$ cat config.mk
export PLATFORM = sky130hd
export DESIGN_NAME = adc_mode_trigger_control
export DESIGN_NICKNAME = d
export VERILOG_FILES = /design/src/hdl/adc_ctrl_pkg.sv /design/src/hdl/hw_trigger_select.sv /design/src/hdl/conv_engine.sv /design/src/hdl/adc_mode_trigger_control.sv
export VERILOG_INCLUDE_DIRS = /design/src /design/src/hdl
export SDC_FILE = /design/constraint.sdc
export NUM_CORES = 1
export LEC_CHECK = 0
export BUFFER_PORTS_ARGS = -buffer_cell sky130_fd_sc_hd__buf_2
export CORE_ASPECT_RATIO = 0.5
export CORE_MARGIN = 5
export CORE_UTILIZATION = 46
export CTS_CLUSTER_DIAMETER = 120
export DETAILED_ROUTE_END_ITERATION = 7
export GPL_TIMING_DRIVEN = 0
export PLACE_DENSITY = 0.76
export SLEW_MARGIN = 20
export SYNTH_ARGS = -nofsm -noshare
export SYNTH_HDL_FRONTEND = slang
export SYNTH_SLANG_ARGS = --single-unit
$ cat constraint.sdc
create_clock -name ref_clk_i -period 1.8 [get_ports ref_clk_i]
set_input_delay 0.27 -clock ref_clk_i [delete_from_list [all_inputs] [get_ports ref_clk_i]]
set_output_delay 0.27 -clock ref_clk_i [all_outputs]
set_load 0.05 [all_outputs]
$ cat src/hdl/adc_ctrl_cfg.svh
`ifndef ADC_CTRL_CFG_SVH
`define ADC_CTRL_CFG_SVH
`define AVS_ADDR_W      8
`define AVS_DATA_W      32
`define OFS_NORMAL_MODE 8'h00
`define OFS_FIRST_MODE  8'h04
`define OFS_SECOND_MODE 8'h08
`define OFS_TRIGGER     8'h0C
`define BIT_START       0
`define BIT_SCAN        1
`define BIT_NORM_BUSY   6
`define BIT_NORM_DONE   7
`define BIT_REF_EN      7
`define BIT_IDLE_RUN    6
`define BIT_SCAN_WIDE   5
`define BIT_PRIO_DONE   7
`define BIT_PRIO_BUSY   6
`define BIT_PRIO_START  5
`define BIT_PRIO_SRC    7
`define BIT_PRIO_HWEN   6
`define BIT_NORM_SRC    5
`define BIT_NORM_HWEN   4
`define CH_MSB          3
`define SRST_MSB        1
`define RSVD_MSB        31
`define RSVD_LSB        8
`define SRST_ARM        2'h2
`define SRST_FIRE       2'h1
`define CH_LOW_BASE     4'h4
`define CH_HIGH_BASE    4'h8
`define CH_STEP         4'h1
`endif

$ cat src/hdl/adc_ctrl_pkg.sv
`include "adc_ctrl_cfg.svh"
package adc_ctrl_pkg;
  typedef enum logic [2:0] {
    ST_IDLE = 3'b001,
    ST_NORM = 3'b010,
    ST_PRIO = 3'b100
  } engine_state_t;
  typedef enum logic [2:0] {
    REG_NONE, REG_NORMAL, REG_FIRST, REG_SECOND, REG_TRIGGER
  } reg_id_t;
  typedef struct packed {
    logic             scan;
    logic             wide;
    logic [`CH_MSB:0] channel;
    logic [`CH_MSB:0] prio_channel;
  } mode_cfg_t;
  typedef struct packed {
    logic             start;
    logic             prio;
    logic [`CH_MSB:0] channel;
  } conv_cmd_t;
endpackage : adc_ctrl_pkg

$ cat src/hdl/hw_trigger_select.sv
`timescale 1ns/1ps
`include "adc_ctrl_cfg.svh"
module hw_trigger_select (
  // Clock and reset
  input  wire logic ref_clk_i,
  input  wire logic rst_n_i,
  // Trigger sources
  input  wire logic ext_trigger_i,
  input  wire logic timer5_compare_zero_i,
  input  wire logic timer6_compare_zero_i,
  // Selection
  input  wire logic prio_src_i,
  input  wire logic prio_en_i,
  input  wire logic norm_src_i,
  input  wire logic norm_en_i,
  // Start pulses
  output logic      prio_hw_o,
  output logic      norm_hw_o
);
  logic ext_prev_reg;
  logic t5_prev_reg;
  logic t6_prev_reg;
  logic ext_edge;
  logic ext_to_prio;

  always_ff @(posedge ref_clk_i or negedge rst_n_i) begin
    if (!rst_n_i) begin
      ext_prev_reg <= 1'b0;
      t5_prev_reg  <= 1'b0;
      t6_prev_reg  <= 1'b0;
    end else begin
      ext_prev_reg <= ext_trigger_i;
      t5_prev_reg  <= timer5_compare_zero_i;
      t6_prev_reg  <= timer6_compare_zero_i;
    end
  end

  assign ext_edge    = ext_trigger_i & ~ext_prev_reg;
  // One external pin cannot serve both; priority keeps it
  assign ext_to_prio = prio_en_i & ~prio_src_i;
  assign prio_hw_o   = prio_en_i & (prio_src_i ?
                       (timer5_compare_zero_i & ~t5_prev_reg) : ext_edge);
  assign norm_hw_o   = norm_en_i & (norm_src_i ?
                       (timer6_compare_zero_i & ~t6_prev_reg) :
                       (ext_edge & ~ext_to_prio));
endmodule : hw_trigger_select

$ cat src/hdl/conv_engine.sv
`timescale 1ns/1ps
`include "adc_ctrl_cfg.svh"
module conv_engine import adc_ctrl_pkg::*; (
  // Clock and reset
  input  wire logic      ref_clk_i,
  input  wire logic      rst_n_i,
  input  wire logic      soft_rst_i,
  // Requests and mode
  input  wire logic      norm_start_i,
  input  wire logic      prio_start_i,
  input  wire logic      run_en_i,
  input  wire mode_cfg_t cfg_i,
  // Converter side
  input  wire logic      conv_done_i,
  output conv_cmd_t      cmd_o,
  // Status
  output logic           norm_busy_o,
  output logic           prio_busy_o,
  output logic           norm_done_o,
  output logic           prio_done_o
);
  engine_state_t    state_reg;
  logic             pend_norm_reg;
  logic             pend_prio_reg;
  logic             issued_reg;
  logic             norm_active_reg;
  logic [`CH_MSB:0] chan_reg;
  logic             take_prio;
  logic             take_norm;

  function automatic logic [`CH_MSB:0] first_channel(input mode_cfg_t c);
    if (!c.scan)
      first_channel = c.channel;
    else if (c.wide || c.channel[`CH_MSB])
      first_channel = `CH_HIGH_BASE;
    else
      first_channel = `CH_LOW_BASE;
  endfunction : first_channel

  assign take_prio   = pend_prio_reg & (state_reg != ST_PRIO);
  assign take_norm   = pend_norm_reg & ~pend_prio_reg & (state_reg == ST_IDLE);
  assign norm_busy_o = norm_active_reg;
  assign prio_busy_o = (state_reg == ST_PRIO);

  // Pending requests; a new request wins over its own take
  always_ff @(posedge ref_clk_i or negedge rst_n_i) begin
    if (!rst_n_i) begin
      pend_norm_reg <= 1'b0;
      pend_prio_reg <= 1'b0;
    end else if (soft_rst_i) begin
      pend_norm_reg <= 1'b0;
      pend_prio_reg <= 1'b0;
    end else begin
      if (norm_start_i)
        pend_norm_reg <= 1'b1;
      else if (take_norm)
        pend_norm_reg <= 1'b0;
      if (prio_start_i)
        pend_prio_reg <= 1'b1;
      else if (take_prio)
        pend_prio_reg <= 1'b0;
    end
  end

  // Sequencer; priority preempts and normal restarts its channel after
  always_ff @(posedge ref_clk_i or negedge rst_n_i) begin
    if (!rst_n_i) begin
      state_reg       <= ST_IDLE;
      issued_reg      <= 1'b0;
      norm_active_reg <= 1'b0;
      chan_reg        <= '0;
      cmd_o           <= '0;
      norm_done_o     <= 1'b0;
      prio_done_o     <= 1'b0;
    end else if (soft_rst_i) begin
      state_reg       <= ST_IDLE;
      issued_reg      <= 1'b0;
      norm_active_reg <= 1'b0;
      chan_reg        <= '0;
      cmd_o           <= '0;
      norm_done_o     <= 1'b0;
      prio_done_o     <= 1'b0;
    end else begin
      cmd_o.start <= 1'b0;
      norm_done_o <= 1'b0;
      prio_done_o <= 1'b0;
      case (state_reg)
        ST_IDLE: begin
          issued_reg <= 1'b0;
          if (take_prio) begin
            state_reg <= ST_PRIO;
          end else if (take_norm) begin
            state_reg       <= ST_NORM;
            norm_active_reg <= 1'b1;
            chan_reg        <= first_channel(cfg_i);
          end
        end
        ST_NORM: begin
          if (pend_prio_reg) begin
            state_reg  <= ST_PRIO;
            issued_reg <= 1'b0;
          end else if (!issued_reg) begin
            if (run_en_i) begin
              cmd_o      <= '{start: 1'b1, prio: 1'b0, channel: chan_reg};
              issued_reg <= 1'b1;
            end
          end else if (conv_done_i) begin
            issued_reg <= 1'b0;
            if (chan_reg == cfg_i.channel) begin
              state_reg       <= ST_IDLE;
              norm_active_reg <= 1'b0;
              norm_done_o     <= 1'b1;
            end else begin
              chan_reg <= chan_reg + `CH_STEP;
            end
          end
        end
        ST_PRIO: begin
          if (!issued_reg) begin
            if (run_en_i) begin
              cmd_o      <= '{start: 1'b1, prio: 1'b1,
                              channel: cfg_i.prio_channel};
              issued_reg <= 1'b1;
            end
          end else if (conv_done_i) begin
            issued_reg  <= 1'b0;
            prio_done_o <= 1'b1;
            state_reg   <= norm_active_reg ? ST_NORM : ST_IDLE;
          end
        end
        default: state_reg <= ST_IDLE;
      endcase
    end
  end
endmodule : conv_engine

$ cat src/hdl/adc_mode_trigger_control.sv
// Overview of operation
// - Idle-run bit stops or keeps converting.
// - Scan width bit picks four or eight; here, when set, it only makes the sweep start at input 8.
// - Fixed mode channel codes map inputs 4-11.
// - Scan sweeps from input 4 or 8.
// - Priority done flag set on completion.
// - Reading second mode register clears done.
// - Priority busy flag high while converting.
// - Writing priority start bit launches; reads zero.
// - Priority channel field selects single input.
// - Priority source bit picks pin or timer5.
// - Priority hardware start enable bit.
// - Normal source bit picks pin or timer6.
// - Normal hardware start enable bit.
// - Reset field 10 then 01 resets.
// - Soft reset clears all these registers.
// - Upper bits read zero, reserved bit four.
// - Normal start bit reads zero; scan bit.
//
// The Avalon-MM register port and the address map were left to the implementer.
`timescale 1ns/1ps
`include "adc_ctrl_cfg.svh"
module adc_mode_trigger_control import adc_ctrl_pkg::*; (
  // Clock and reset
  input  wire logic                   ref_clk_i,
  input  wire logic                   rst_n_i,
  // Avalon-MM slave
  input  wire logic [`AVS_ADDR_W-1:0] avs_address_i,
  input  wire logic                   avs_read_i,
  input  wire logic                   avs_write_i,
  input  wire logic [`AVS_DATA_W-1:0] avs_writedata_i,
  output logic      [`AVS_DATA_W-1:0] avs_readdata_o,
  output logic                        avs_waitrequest_o,
  // Converter side
  input  wire logic                   conv_done_i,
  output logic                        conv_start_o,
  output logic                        conv_priority_o,
  output logic      [`CH_MSB:0]       conv_channel_o,
  output logic                        reference_enable_o,
  // System and triggers
  input  wire logic                   system_idle_i,
  input  wire logic                   ext_trigger_i,
  input  wire logic                   timer5_compare_zero_i,
  input  wire logic                   timer6_compare_zero_i
);
  logic                   ack_reg;
  logic [`AVS_DATA_W-1:0] readdata_reg;
  logic [`AVS_DATA_W-1:0] rd_word;
  logic                   wr_fire;
  logic                   rd_fire;
  reg_id_t                sel;

  logic                   scan_reg;
  logic                   norm_done_reg;
  logic                   ref_en_reg;
  logic                   idle_run_reg;
  logic                   wide_reg;
  logic [`CH_MSB:0]       channel_reg;
  logic                   prio_done_reg;
  logic [`CH_MSB:0]       prio_channel_reg;
  logic                   prio_src_reg;
  logic                   prio_hwen_reg;
  logic                   norm_src_reg;
  logic                   norm_hwen_reg;
  logic                   srst_armed_reg;
  logic                   soft_rst_reg;

  logic                   sw_norm_start;
  logic                   sw_prio_start;
  logic                   hw_norm_start;
  logic                   hw_prio_start;
  logic                   norm_start;
  logic                   prio_start;
  logic                   run_en;
  logic                   norm_busy;
  logic                   prio_busy;
  logic                   norm_done_pulse;
  logic                   prio_done_pulse;
  mode_cfg_t              mode_cfg;
  conv_cmd_t              cmd;

  function automatic reg_id_t reg_sel(input logic [`AVS_ADDR_W-1:0] a);
    if (a == `OFS_NORMAL_MODE)
      reg_sel = REG_NORMAL;
    else if (a == `OFS_FIRST_MODE)
      reg_sel = REG_FIRST;
    else if (a == `OFS_SECOND_MODE)
      reg_sel = REG_SECOND;
    else if (a == `OFS_TRIGGER)
      reg_sel = REG_TRIGGER;
    else
      reg_sel = REG_NONE;
  endfunction : reg_sel

  // One wait state: data is captured first, then handed over
  assign sel               = reg_sel(avs_address_i);
  assign avs_waitrequest_o = (avs_read_i | avs_write_i) & ~ack_reg;
  assign wr_fire           = avs_write_i & ack_reg;
  assign rd_fire           = avs_read_i & ack_reg;
  assign avs_readdata_o    = readdata_reg;

  always_ff @(posedge ref_clk_i or negedge rst_n_i) begin
    if (!rst_n_i)
      ack_reg <= 1'b0;
    else if (ack_reg)
      ack_reg <= 1'b0;
    else if (avs_read_i || avs_write_i)
      ack_reg <= 1'b1;
  end

  always_comb begin
    rd_word = '0;
    if (sel == REG_NORMAL) begin
      rd_word[`BIT_NORM_DONE] = norm_done_reg;
      rd_word[`BIT_NORM_BUSY] = norm_busy;
      rd_word[`BIT_SCAN]      = scan_reg;
    end else if (sel == REG_FIRST) begin
      rd_word[`BIT_REF_EN]    = ref_en_reg;
      rd_word[`BIT_IDLE_RUN]  = idle_run_reg;
      rd_word[`BIT_SCAN_WIDE] = wide_reg;
      rd_word[`CH_MSB:0]      = channel_reg;
    end else if (sel == REG_SECOND) begin
      rd_word[`BIT_PRIO_DONE] = prio_done_reg;
      rd_word[`BIT_PRIO_BUSY] = prio_busy;
      rd_word[`CH_MSB:0]      = prio_channel_reg;
    end else if (sel == REG_TRIGGER) begin
      rd_word[`BIT_PRIO_SRC]  = prio_src_reg;
      rd_word[`BIT_PRIO_HWEN] = prio_hwen_reg;
      rd_word[`BIT_NORM_SRC]  = norm_src_reg;
      rd_word[`BIT_NORM_HWEN] = norm_hwen_reg;
    end
  end

  always_ff @(posedge ref_clk_i or negedge rst_n_i) begin
    if (!rst_n_i)
      readdata_reg <= '0;
    else if (avs_read_i && !ack_reg)
      readdata_reg <= rd_word;
  end

  // Writable fields; start bits and reserved bits are not stored
  always_ff @(posedge ref_clk_i or negedge rst_n_i) begin
    if (!rst_n_i) begin
      scan_reg         <= 1'b0;
      ref_en_reg       <= 1'b0;
      idle_run_reg     <= 1'b0;
      wide_reg         <= 1'b0;
      channel_reg      <= '0;
      prio_channel_reg <= '0;
      prio_src_reg     <= 1'b0;
      prio_hwen_reg    <= 1'b0;
      norm_src_reg     <= 1'b0;
      norm_hwen_reg    <= 1'b0;
    end else if (soft_rst_reg) begin
      scan_reg         <= 1'b0;
      ref_en_reg       <= 1'b0;
      idle_run_reg     <= 1'b0;
      wide_reg         <= 1'b0;
      channel_reg      <= '0;
      prio_channel_reg <= '0;
      prio_src_reg     <= 1'b0;
      prio_hwen_reg    <= 1'b0;
      norm_src_reg     <= 1'b0;
      norm_hwen_reg    <= 1'b0;
    end else if (wr_fire) begin
      if (sel == REG_NORMAL) begin
        scan_reg <= avs_writedata_i[`BIT_SCAN];
      end else if (sel == REG_FIRST) begin
        ref_en_reg   <= avs_writedata_i[`BIT_REF_EN];
        idle_run_reg <= avs_writedata_i[`BIT_IDLE_RUN];
        wide_reg     <= avs_writedata_i[`BIT_SCAN_WIDE];
        channel_reg  <= avs_writedata_i[`CH_MSB:0];
      end else if (sel == REG_SECOND) begin
        prio_channel_reg <= avs_writedata_i[`CH_MSB:0];
      end else if (sel == REG_TRIGGER) begin
        prio_src_reg  <= avs_writedata_i[`BIT_PRIO_SRC];
        prio_hwen_reg <= avs_writedata_i[`BIT_PRIO_HWEN];
        norm_src_reg  <= avs_writedata_i[`BIT_NORM_SRC];
        norm_hwen_reg <= avs_writedata_i[`BIT_NORM_HWEN];
      end
    end
  end

  // Completion flags; a completion in the clearing read wins
  always_ff @(posedge ref_clk_i or negedge rst_n_i) begin
    if (!rst_n_i) begin
      norm_done_reg <= 1'b0;
      prio_done_reg <= 1'b0;
    end else if (soft_rst_reg) begin
      norm_done_reg <= 1'b0;
      prio_done_reg <= 1'b0;
    end else begin
      if (norm_done_pulse)
        norm_done_reg <= 1'b1;
      else if (rd_fire && sel == REG_NORMAL)
        norm_done_reg <= 1'b0;
      if (prio_done_pulse)
        prio_done_reg <= 1'b1;
      else if (rd_fire && sel == REG_SECOND)
        prio_done_reg <= 1'b0;
    end
  end

  // Two-write unlock; any other code in between disarms
  always_ff @(posedge ref_clk_i or negedge rst_n_i) begin
    if (!rst_n_i) begin
      srst_armed_reg <= 1'b0;
      soft_rst_reg   <= 1'b0;
    end else begin
      soft_rst_reg <= 1'b0;
      if (wr_fire && sel == REG_TRIGGER) begin
        if (avs_writedata_i[`SRST_MSB:0] == `SRST_ARM) begin
          srst_armed_reg <= 1'b1;
        end else begin
          srst_armed_reg <= 1'b0;
          soft_rst_reg   <= srst_armed_reg &&
                            avs_writedata_i[`SRST_MSB:0] == `SRST_FIRE;
        end
      end
    end
  end

  assign sw_norm_start = wr_fire && sel == REG_NORMAL &&
                         avs_writedata_i[`BIT_START];
  assign sw_prio_start = wr_fire && sel == REG_SECOND &&
                         avs_writedata_i[`BIT_PRIO_START];
  assign norm_start    = sw_norm_start | hw_norm_start;
  assign prio_start    = sw_prio_start | hw_prio_start;
  // Reference must be on; idle halts unless told to run
  assign run_en        = ref_en_reg & (~system_idle_i | idle_run_reg);
  assign mode_cfg      = '{scan: scan_reg, wide: wide_reg,
                           channel: channel_reg,
                           prio_channel: prio_channel_reg};

  hw_trigger_select u_trig (
    .ref_clk_i             (ref_clk_i),
    .rst_n_i               (rst_n_i),
    .ext_trigger_i         (ext_trigger_i),
    .timer5_compare_zero_i (timer5_compare_zero_i),
    .timer6_compare_zero_i (timer6_compare_zero_i),
    .prio_src_i            (prio_src_reg),
    .prio_en_i             (prio_hwen_reg),
    .norm_src_i            (norm_src_reg),
    .norm_en_i             (norm_hwen_reg),
    .prio_hw_o             (hw_prio_start),
    .norm_hw_o             (hw_norm_start)
  );

  conv_engine u_engine (
    .ref_clk_i    (ref_clk_i),
    .rst_n_i      (rst_n_i),
    .soft_rst_i   (soft_rst_reg),
    .norm_start_i (norm_start),
    .prio_start_i (prio_start),
    .run_en_i     (run_en),
    .cfg_i        (mode_cfg),
    .conv_done_i  (conv_done_i),
    .cmd_o        (cmd),
    .norm_busy_o  (norm_busy),
    .prio_busy_o  (prio_busy),
    .norm_done_o  (norm_done_pulse),
    .prio_done_o  (prio_done_pulse)
  );

  assign conv_start_o       = cmd.start;
  assign conv_priority_o    = cmd.prio;
  assign conv_channel_o     = cmd.channel;
  assign reference_enable_o = ref_en_reg;
endmodule : adc_mode_trigger_control

# Word level (Yosys, flattened, before mapping)
# Cells that the tools add are included.
[totals] ff_bits=51 inputBits=49 out_inout_bits=40 elab_cells=258
[op_classes] add_sub_neg=1 eq_ne=34 mux=134 bitwise=26 reduce_logical=33
[op_table] operator="two-way mux 4 bit" n=22
[op_table] operator="two-way mux 1 bit" n=83
[op_table] operator="two-way mux 3 bit" n=14
[op_table] operator="two-way mux 6 bit" n=6
[op_table] operator="inequality test 3 bit (second input constant)" n=10
[op_table] operator="nonzero test 3 bit" n=6
[op_table] operator="== test 8 x 4 -> 1 bit (second input constant)" n=2
[op_table] operator="AND 1 bit" n=14
[op_table] operator="AND reduction 7 bit" n=2
[op_table] operator="inequality test 3 x 2 -> 1 bit (second input constant)" n=4
[op_table] operator="inequality test 4 x 2 -> 1 bit (second input constant)" n=3
[op_table] operator="one-hot mux 6 bit (2 select lines)" n=1
[op_table] operator="AND reduction 6 bit" n=2
[op_table] operator="nonzero test 2 bit" n=5
[op_table] operator="== test 3 x 2 -> 1 bit (second input constant)" n=3
[op_table] operator="logical AND 1 bit" n=9
[op_table] operator="one-hot mux 3 bit (3 select lines)" n=1
[op_table] operator="== test 8 x 3 -> 1 bit (second input constant)" n=1
[op_table] operator="zero test 8 bit" n=1
[op_table] operator="two-way mux 2 bit" n=4
[op_table] operator="NOT 1 bit" n=8
[op_table] operator="one-hot mux 4 bit (2 select lines)" n=1
[op_table] operator="== test 3 x 1 -> 1 bit (second input constant)" n=2
[op_table] operator="== test 3 bit (second input constant)" n=2
[op_table] operator="other kinds (16)" n=22

# Logic depth before layout (Yosys ltp)
# Gate-level depths: netlist of run 1.
[depth] ltp_word=12 mapped_depth=6 mapped_depth_nobuf=4

# By module
# A second synthesis of run 1 with hierarchy kept.
[hier_totals] cells_unflattened=297 area_unflattened_um2=2966.6
[modules_own_cells] mod="adc_mode_trigger_control" instances=1 cells_per_inst=164 area_each_um2=1700.4 seq_area_each_um2=725.7
[modules_own_cells] mod="conv_engine" instances=1 cells_per_inst=123 area_each_um2=1133.6 seq_area_each_um2=476.7
[modules_own_cells] mod="hw_trigger_select" instances=1 cells_per_inst=10 area_each_um2=132.6 seq_area_each_um2=75.1

# Least setup slack after synthesis of run 1
# No wires, ideal clock.
[synth_timing] path_type="flip-flop to flip-flop" startpoint="register channel_reg[1]" endpoint="register u_engine.chan_reg[1]" setup_time_ns=0.125 arrival_time_ns=1.723 t_required_ns=1.675 setup_slack_ns=-0.048 stages_incl_launch_ff=5 path_buffers=0 period_less_slack_ns=1.848 cell_sequence="dfrtp_1 xor2_1 nor4_1 o2bb2ai_1 mux2_2"
[synth_via] elab_chain_len=5 elab_cells_between_ends=8 cone_classes="eq/ne (2); mux (5); reduce/logical (1)"
[synth_rtl] element="start, declared" line_no="adc_mode_trigger_control.sv:58" source="logic [`CH_MSB:0] channel_reg;"
[synth_rtl] element="start signal, assigned" line_no="adc_mode_trigger_control.sv:172" source="channel_reg <= avs_writedata_i[`CH_MSB:0];"
[synth_rtl] element="two-way mux 4 bit" line_no="conv_engine.sv:32" source="if (!c.scan)"
[synth_rtl] element="two-way mux 4 bit" line_no="conv_engine.sv:92" source="end else if (take_norm) begin"
[synth_rtl] element="two-way mux 4 bit" line_no="conv_engine.sv:90" source="if (take_prio) begin"
[synth_rtl] element="one-hot mux 4 bit (2 select lines)" line_no="conv_engine.sv:87" source="case (state_reg)"
[synth_rtl] element="two-way mux 4 bit" line_no="conv_engine.sv:75" source="end else if (soft_rst_i) begin"
[synth_rtl] element="end signal, assigned" line_no="conv_engine.sv:95" source="chan_reg <= first_channel(cfg_i);"
[synth_rtl] element="end signal, assigned" line_no="conv_engine.sv:114" source="chan_reg <= chan_reg + `CH_STEP;"
[synth_rtl] element="end, declared" line_no="conv_engine.sv:27" source="logic [`CH_MSB:0] chan_reg;"
# Several ways; a longest one is shown, not always the timed one. The select of a mux whose other input is x is not followed.
# A chain may end at the register's enable or synchronous reset.

# Worst setup path after layout of run 1
[layout_timing] startpoint="register u_engine.state_reg[0]" endpoint="register u_engine.state_reg[1]"
[layout_via] elab_chain_len=5 elab_cells_between_ends=16 cone_classes="eq/ne (10); mux (3); bitwise (2); reduce/logical (1)"
[layout_rtl] element="start, declared" line_no="conv_engine.sv:22" source="engine_state_t state_reg;"
[layout_rtl] element="start signal, assigned" line_no="conv_engine.sv:128" source="state_reg <= norm_active_reg ? ST_NORM : ST_IDLE;"
[layout_rtl] element="inequality test 3 bit" line_no="conv_engine.sv:40" source="assign take_prio = pend_prio_reg & (state_reg != ST_PRIO);"
[layout_rtl] element="AND 1 bit" line_no="conv_engine.sv:40"
[layout_rtl] element="two-way mux 3 bit" line_no="conv_engine.sv:90"
[layout_rtl] element="one-hot mux 3 bit (3 select lines)" line_no="conv_engine.sv:87"
[layout_rtl] element="two-way mux 3 bit" line_no="conv_engine.sv:75"
# Several ways; a longest one is shown, not always the timed one.

==> impl_metrics.yaml, run 1 <==
floorplanning:
  start_util_pct: 47.3
  row_count: 20
  die_width_um: 121
  die_area_um2: 7970
  io-pin-count: 89
  die_h_um: 65.7
  core-area_um2: 6030
clock_network:
  cts.clk_slew.worst_paths_ns: 0.07
  htree_num_levels: 2
  cts_made_buffers: 5
  cts.hold.buffers_added: 0
  clockBufferDepth: 2
  cts_num_sinks: 51
  worstSkewPairLatency_ns: 0.30
  cts_tree: "done"
  root_buffer: "clkbuf_16"
run_status:
  failed_checks: "negative hold slack, negative setup slack"
  status: "finished, violations left"
worst_setup_path:
  setup.worst_path.start_class: "register"
  worstSetupEndpointType: "register"
  crit_fanout: 6
  timing.critical_path.required_ns: 1.98
  cp_data_arrival_time_ns: 1.98
  critical_setup_path_class: "register to register"
power_and_ir_drop:
  power.density_cell_area_nw_per_um2: 897
  ir_worst_vdd_mv: 0.405
  power.static_leakage_nw: 1.69
timing:
  max_slew.worst_pin.slew_ns: 0.633
  hold_slack_ns: -0.00714
  clock.fmax_mhz: 554
  hold_viol: 10
  fin_skew_ns: 0.00495
  fin_ws_ns: -0.00346
  setup_violation_total_in_the_final_timing_report: 1
  fin_crit_ns: 1.80
  timing.setup.tns_ns: -0.00346
  drv_slew: 0
  timing.slew.headroom_pct: 57.8
  timing.final.crit_share_pct: 100
  grt_setup_unrepaired: "true"
detailed_routing:
  via_total_after_detailed_routing: 2377
  detailroute.wirelength.met3_um: 675
  wl_met2_um: 3210
  remaining_drc_errors: 0
  route.detailed.wl_per_inst_um: 16.4
  detail_route.wirelength.met1_um: 3350
  drt.antenna.violating_nets: 0
  detail_route.first_pass.iterations: 7
  drtIter0Drc: 236
  top_layer: "met4"
  drt-total-wl_um: 7310
  avgViaCountPerCell: 5.32
synthesis:
  synth.area.top_cells: "dfrtp_1 44%, buf_4 6.6%, mux2i_1 6.3%, nor2_1 3.7%, a22o_1 2.5%"
  synth.lib_cells_used.distinct: 54
  post-synth-top-area-cell: "dfrtp_1"
  ys.warnings.count: 0
  syn_avg_cell_area_um2: 10.1
  ys_async_sr_fraction_pct: 100
  synth_enable_flop_cells: 0
  ffs_latches_synth: 51
  share_of_yosys_cell_area_claimed_by_the_top_area_cell_type_pct: 43.9
  dominantRegCellSynth: "dfrtp_1"
  post-synth-top-count-cell: "dfrtp_1"
  post_synth_most_frequent_cells: "50 x dfrtp_1, 28 x nor2_1, 25 x buf_4, 18 x mux2i_1"
  syn_area_um2: 2850
  syn_inst: 281
  seq_area_frac_synth_pct: 44.8
finish:
  max_ffs_per_register: 8
  final_nets: 408
  antennaDiodeCount: 0
  finish.utilization_pct: 59.1
  synthToLayoutAreaGrowth_pct: 25.0
  fraction_of_final_layout_cells_with_drive_strength_greater_than_1_pct: 31.8
grt:
  grt_remaining_overflow: 0
  initial_antenna_violation_count: 0
  grt_pass1_vias: 2231
  first_pass_grt_wire_length_um: 11500
  grt_start_max_net_pins: 52
  global_route.usage.total_pct: 18.5
placed_design:
  gp_congestion: 0.936
  port-buffer-count: 38
  detailed_place_hpwl_um: 5160
job:
  timing.max_cap.violations: 0
min_path:
  min_path_type: "input pin to asynchronous set/reset pin"
==> repair_timing <==
action / CTS / global route
buffers inserted: 7 / 3
pin swaps: 1 / 3
resized for setup: 11 / 13
endpoints found under the setup margin: 12 / 11
==> critical path, cell delays in order (launching register included) <==
cell and delay (ns):
dfstp_2 0.41, nand2b_2 0.24, or3_4 0.41, o211ai_1 0.29
mux2_1 0.35
==> stage by stage <==
step	cell area, um2	cells	total power, W	setup slack, ns
floorplan	2940	304	0.00186	0.0170
global placement	3240	430	0.00203	-0.215
detailed placement	3240	430	0.00204	-0.240
CTS	3490	444	0.00313	0.00687
global route	3560	447	0.00334	-0.0774
finish	3560	447	0.00319	-0.00346
==> layer usage <==
layer  vias to the layer above  track usage (%)
li1                       1134                -
met1                      1114             25.5
met2                       115             29.1
met3                        14             4.39
met4                         0             5.73
met5                         -                0
==> area by class of cell <==
class                   instances  area (um2)
multi-input cells             204        1460
repair buffers                 48         268
clock buffers                   6         139
inverters                      10        37.5
well taps                      88         110
plain buffers                  38         248
fillers                       509        2470
clock inverters                 2        16.3
flip-flops and latches         51        1280
==> path summary, 6_finish.rpt <==
kind / startpoint / to / slack [ns] / depth (start not counted)
max reg2reg: u_engine.state_reg[0]$_DFFE_PN1P_ / u_engine.state_reg[1]$_DFFE_PN0P_ / -0.003 / 4
min in group ref_clk_i: ext_trigger_i / u_trig.ext_prev_reg$_DFF_PN0_ / 0.09 / 1
max in group asynchronous: rst_n_i / channel_reg[0]$_DFFE_PN0P_ / 1.35 / 1
max: u_engine.state_reg[0]$_DFFE_PN1P_ / u_engine.state_reg[1]$_DFFE_PN0P_ / -0.003 / 4
min reg2reg: avs_readdata_o[3]$_DFFE_PN0P_ / avs_readdata_o[3]$_DFFE_PN0P_ / 0.47 / 2
min: rst_n_i / u_engine.chan_reg[0]$_DFFE_PN0P_ / -0.007 / 1
==> report_power, final <==
group,internal [W],switching (W),total (W)
clock network,0.000557,0.000446,0.00100
registers,0.00122,0.0000993,0.00132
logic,0.000366,0.000510,0.000876
total,0.00214,0.00106,0.00319
==> cells by family after synthesis <==
logic type | count (synthesis) | synth area share [%]
buf+inv | 49 | 10.0
xor+xnor | 4 | 1.23
other cells | 1 | 0.132
compound gates | 63 | 15.9
simple gates | 87 | 17.6
flops | 51 | 44.8
mux | 25 | 9.88
fa+ha+maj | 1 | 0.439
==> layout by cell type (no fill, tap or decap), drive strengths merged, types with 5 or more instances in the layout <==
master,count
a32o,6
conb,24
a22o,8
nand2,13
o21ai,11
nor2b,5
mux2i,18
buf,75
clkbuf,17
nor3,7
nor2,28
a21oi,11
mux2,5
dfrtp,50
inv,10
nand2b,7
(Power assumes the default switching activity.)
==> run 2, diff against run 1 <==
--- a/config.mk
+++ b/config.mk
@@ -7,12 +7,13 @@
 export NUM_CORES = 1
 export LEC_CHECK = 0
 export BUFFER_PORTS_ARGS = -buffer_cell sky130_fd_sc_hd__buf_2
-export CORE_ASPECT_RATIO = 0.5
+export CORE_ASPECT_RATIO = 1.4
 export CORE_MARGIN = 5
 export CORE_UTILIZATION = 46
 export CTS_CLUSTER_DIAMETER = 120
 export DETAILED_ROUTE_END_ITERATION = 7
 export GPL_TIMING_DRIVEN = 0
+export HOLD_SLACK_MARGIN = 0.1
 export PLACE_DENSITY = 0.76
 export SLEW_MARGIN = 20
 export SYNTH_ARGS = -nofsm -noshare
==> run 2 against run 1 <==
Compared with the run above:
- the run ends with negative setup slack left
- critical path depth unchanged
- count of clock-buffer cells in the layout down 1
- wire length down 2.7%
- final cell count down 3.6%
- utilization down 2.3 points
- via count down 0.80%
- register-to-register slack worse by 0.02 ns
- die area down 0.92%
- sequential power about the same
- global-route usage about the same
- sequential share of layout area up 0.82 points
- highest routed layer unchanged
==> impl_metrics.yaml, run 2 (same netlist as run 1, synthesis figures left out) <==
grt:
  first_pass_grt_wire_length_um: 11700
  grt_remaining_overflow: 0
  grt_pass1_vias: 2416
  initial_antenna_violation_count: 0
  grt_start_max_net_pins: 52
  global_route.usage.total_pct: 18.4
floorplanning:
  start_util_pct: 46.5
  row_count: 34
  die_width_um: 76.5
  die_h_um: 103
  die_area_um2: 7890
  core-area_um2: 6130
  io-pin-count: 89
finish:
  fraction_of_final_layout_cells_with_drive_strength_greater_than_1_pct: 29.2
  max_ffs_per_register: 8
  multiInputGateArea_um2: 1430
  fin_area_um2: 3480
  mostFrequentLayoutCells: "46 x dfrtp_1, 38 x buf_2, 32 x buf_4"
  final-instance-count-excl-fill: 431
  final_common_cell: "dfrtp_1"
  area.sequential_um2: 1280
  filler_cells: 554
  synthToLayoutAreaGrowth_pct: 22.1
  antennaDiodeCount: 0
  final_nets: 408
clock_network:
  worstSkewPairLatency_ns: 0.32
  cts_num_sinks: 51
  cts_tree: "done"
  root_buffer: "clkbuf_8"
  cts_made_buffers: 5
  cts.clk_slew.worst_paths_ns: 0.10
  clockBufferDepth: 2
  htree_num_levels: 2
timing:
  grt_setup_unrepaired: "true"
  setup_violation_total_in_the_final_timing_report: 1
  timing.slew.headroom_pct: 57.6
  max_slew.worst_pin.slew_ns: 0.635
  hold_viol: 0
  fin_ws_ns: -0.0205
  fin_skew_ns: 0.00838
  fin_crit_ns: 1.82
  drv_slew: 0
  clock.fmax_mhz: 549
  timing.setup.tns_ns: -0.0205
  timing.final.crit_share_pct: 101
job:
  timing.max_cap.violations: 0
detailed_routing:
  via_total_after_detailed_routing: 2358
  route.detailed.wl_per_inst_um: 16.5
  detail_route.first_pass.iterations: 4
  avgViaCountPerCell: 5.47
  drt.antenna.violating_nets: 0
  drtIter0Drc: 166
  drt-total-wl_um: 7120
  remaining_drc_errors: 0
worst_setup_path:
  setup.reg_to_reg.worst_slack_ns: -0.02
  setup.worst_path.start_class: "register"
  crit_fanout: 4
  critical_setup_path_class: "register to register"
  timing.critical_path.required_ns: 2.00
  reg2reg_to: "u_engine.state_reg[1]$_DFFE_PN0P_"
  cp_data_arrival_time_ns: 2.02
  ff2ff_path_depth: 4
  worstSetupEndpointType: "register"
  critical_path.reg2reg.startpoint: "u_engine.pend_prio_reg$_DFFE_PN0P_"
power_and_ir_drop:
  power.density_cell_area_nw_per_um2: 865
  power.static_leakage_nw: 1.67
  cell_internal_pwr_w: 0.00199
  ir_worst_vdd_mv: 0.411
  clock_power_share_pct: 27.8
  comb_power_share_pct: 28.5
  power.share.sequential_pct: 43.7
  switching_share_pct: 34.0
  power_switching_w: 0.00102
  design_power_total_w: 0.00301
min_path:
  timing.hold.worst_path_depth: 3
  worst_hold_path_startpoint: "avs_writedata_i[7]"
  hold-path-endpoint: "prio_src_reg$_DFFE_PN0P_"
  min_path_type: "input pin to register"
placed_design:
  placedInstanceArea_um2: 3220
  gp_congestion: 0.891
  place_ws_ns: -0.304
  detailed_place_hpwl_um: 5260
  place_inst: 414
  port-buffer-count: 38
run_status:
  status: "finished, violations left"
  failed_checks: "negative setup slack"
## run 2: worst max path at each step
stage | startpoint | to | slack (ns) | cells past startpoint
finish | u_engine.pend_prio_reg$_DFFE_PN0P_ | u_engine.state_reg[1]$_DFFE_PN0P_ | -0.02 | 4
global route | u_engine.state_reg[1]$_DFFE_PN0P_ | u_engine.state_reg[1]$_DFFE_PN0P_ | -0.07 | 4
CTS | channel_reg[2]$_DFFE_PN0P_ | u_engine.state_reg[2]$_DFFE_PN0P_ | -0.02 | 5
detailed placement | u_engine.state_reg[1]$_DFFE_PN0P_ | u_engine.cmd_o[2]$_DFFE_PN0P_ | -0.30 | 5
global placement | u_engine.state_reg[1]$_DFFE_PN0P_ | u_engine.state_reg[1]$_DFFE_PN0P_ | -0.22 | 5
floorplan | u_engine.pend_prio_reg$_DFFE_PN0P_ | u_engine.state_reg[1]$_DFFE_PN0P_ | 0.02 | 4
## run 2: cell type report
type / count / share of cell area (%)
Clock buffer: 5 / 1.98
Inverter: 10 / 1.08
Tap cell: 72 / 2.59
Buffer: 38 / 7.05
Clock inverter: 3 / 1.33
Sequential cell: 51 / 36.9
Timing Repair Buffer: 48 / 7.98
Multi-Input combinational cell: 204 / 41.1
## run 2: power groups by stage
| stage | registers [W] | logic [W] | clock network [W] |
|---|---|---|---|
| 6_report | 0.00131 | 0.000858 | 0.000837 |
| 3_5_place_dp | 0.00130 | 0.000752 | 0 |
| 5_1_grt | 0.00132 | 0.000936 | 0.000888 |
| 2_1_floorplan | 0.00128 | 0.000585 | 0 |
| 3_3_place_gp | 0.00130 | 0.000732 | 0 |
| 4_1_cts | 0.00131 | 0.000818 | 0.000842 |
## run 2: timing repair
action                     CTS  global route
gates resized for setup     12             4
setup buffers                5             1
setup endpoints to repair   14            10
pin swaps                    2             1
hold buffers                 3             1
hold endpoints to repair     3            50
## run 2: per-stage QoR
step	utilization [%]	hold slack, ns
6_report	56.8	0.208
2_1_floorplan	-	-0.0256
3_3_place_gp	52.6	0.392
4_1_cts	56.3	0.209
3_5_place_dp	52.6	0.390
5_1_grt	56.8	0.233
## run 2: critical path, cell delays in order (launching register included)
cell and delay, ns:
dfrtp_2 0.43, or2_4 0.27, or4_4 0.49, o211ai_1 0.16, mux2_1 0.35
## run 2: metal layers
layer  up-vias  share of wire (%)  GRT usage [%]
met2        85                 51           33.4
met1      1129                 39           20.9
met3        24                5.5           3.93
met4         0                4.2           8.48
li1       1120                  -              -
met5         -                  0              0
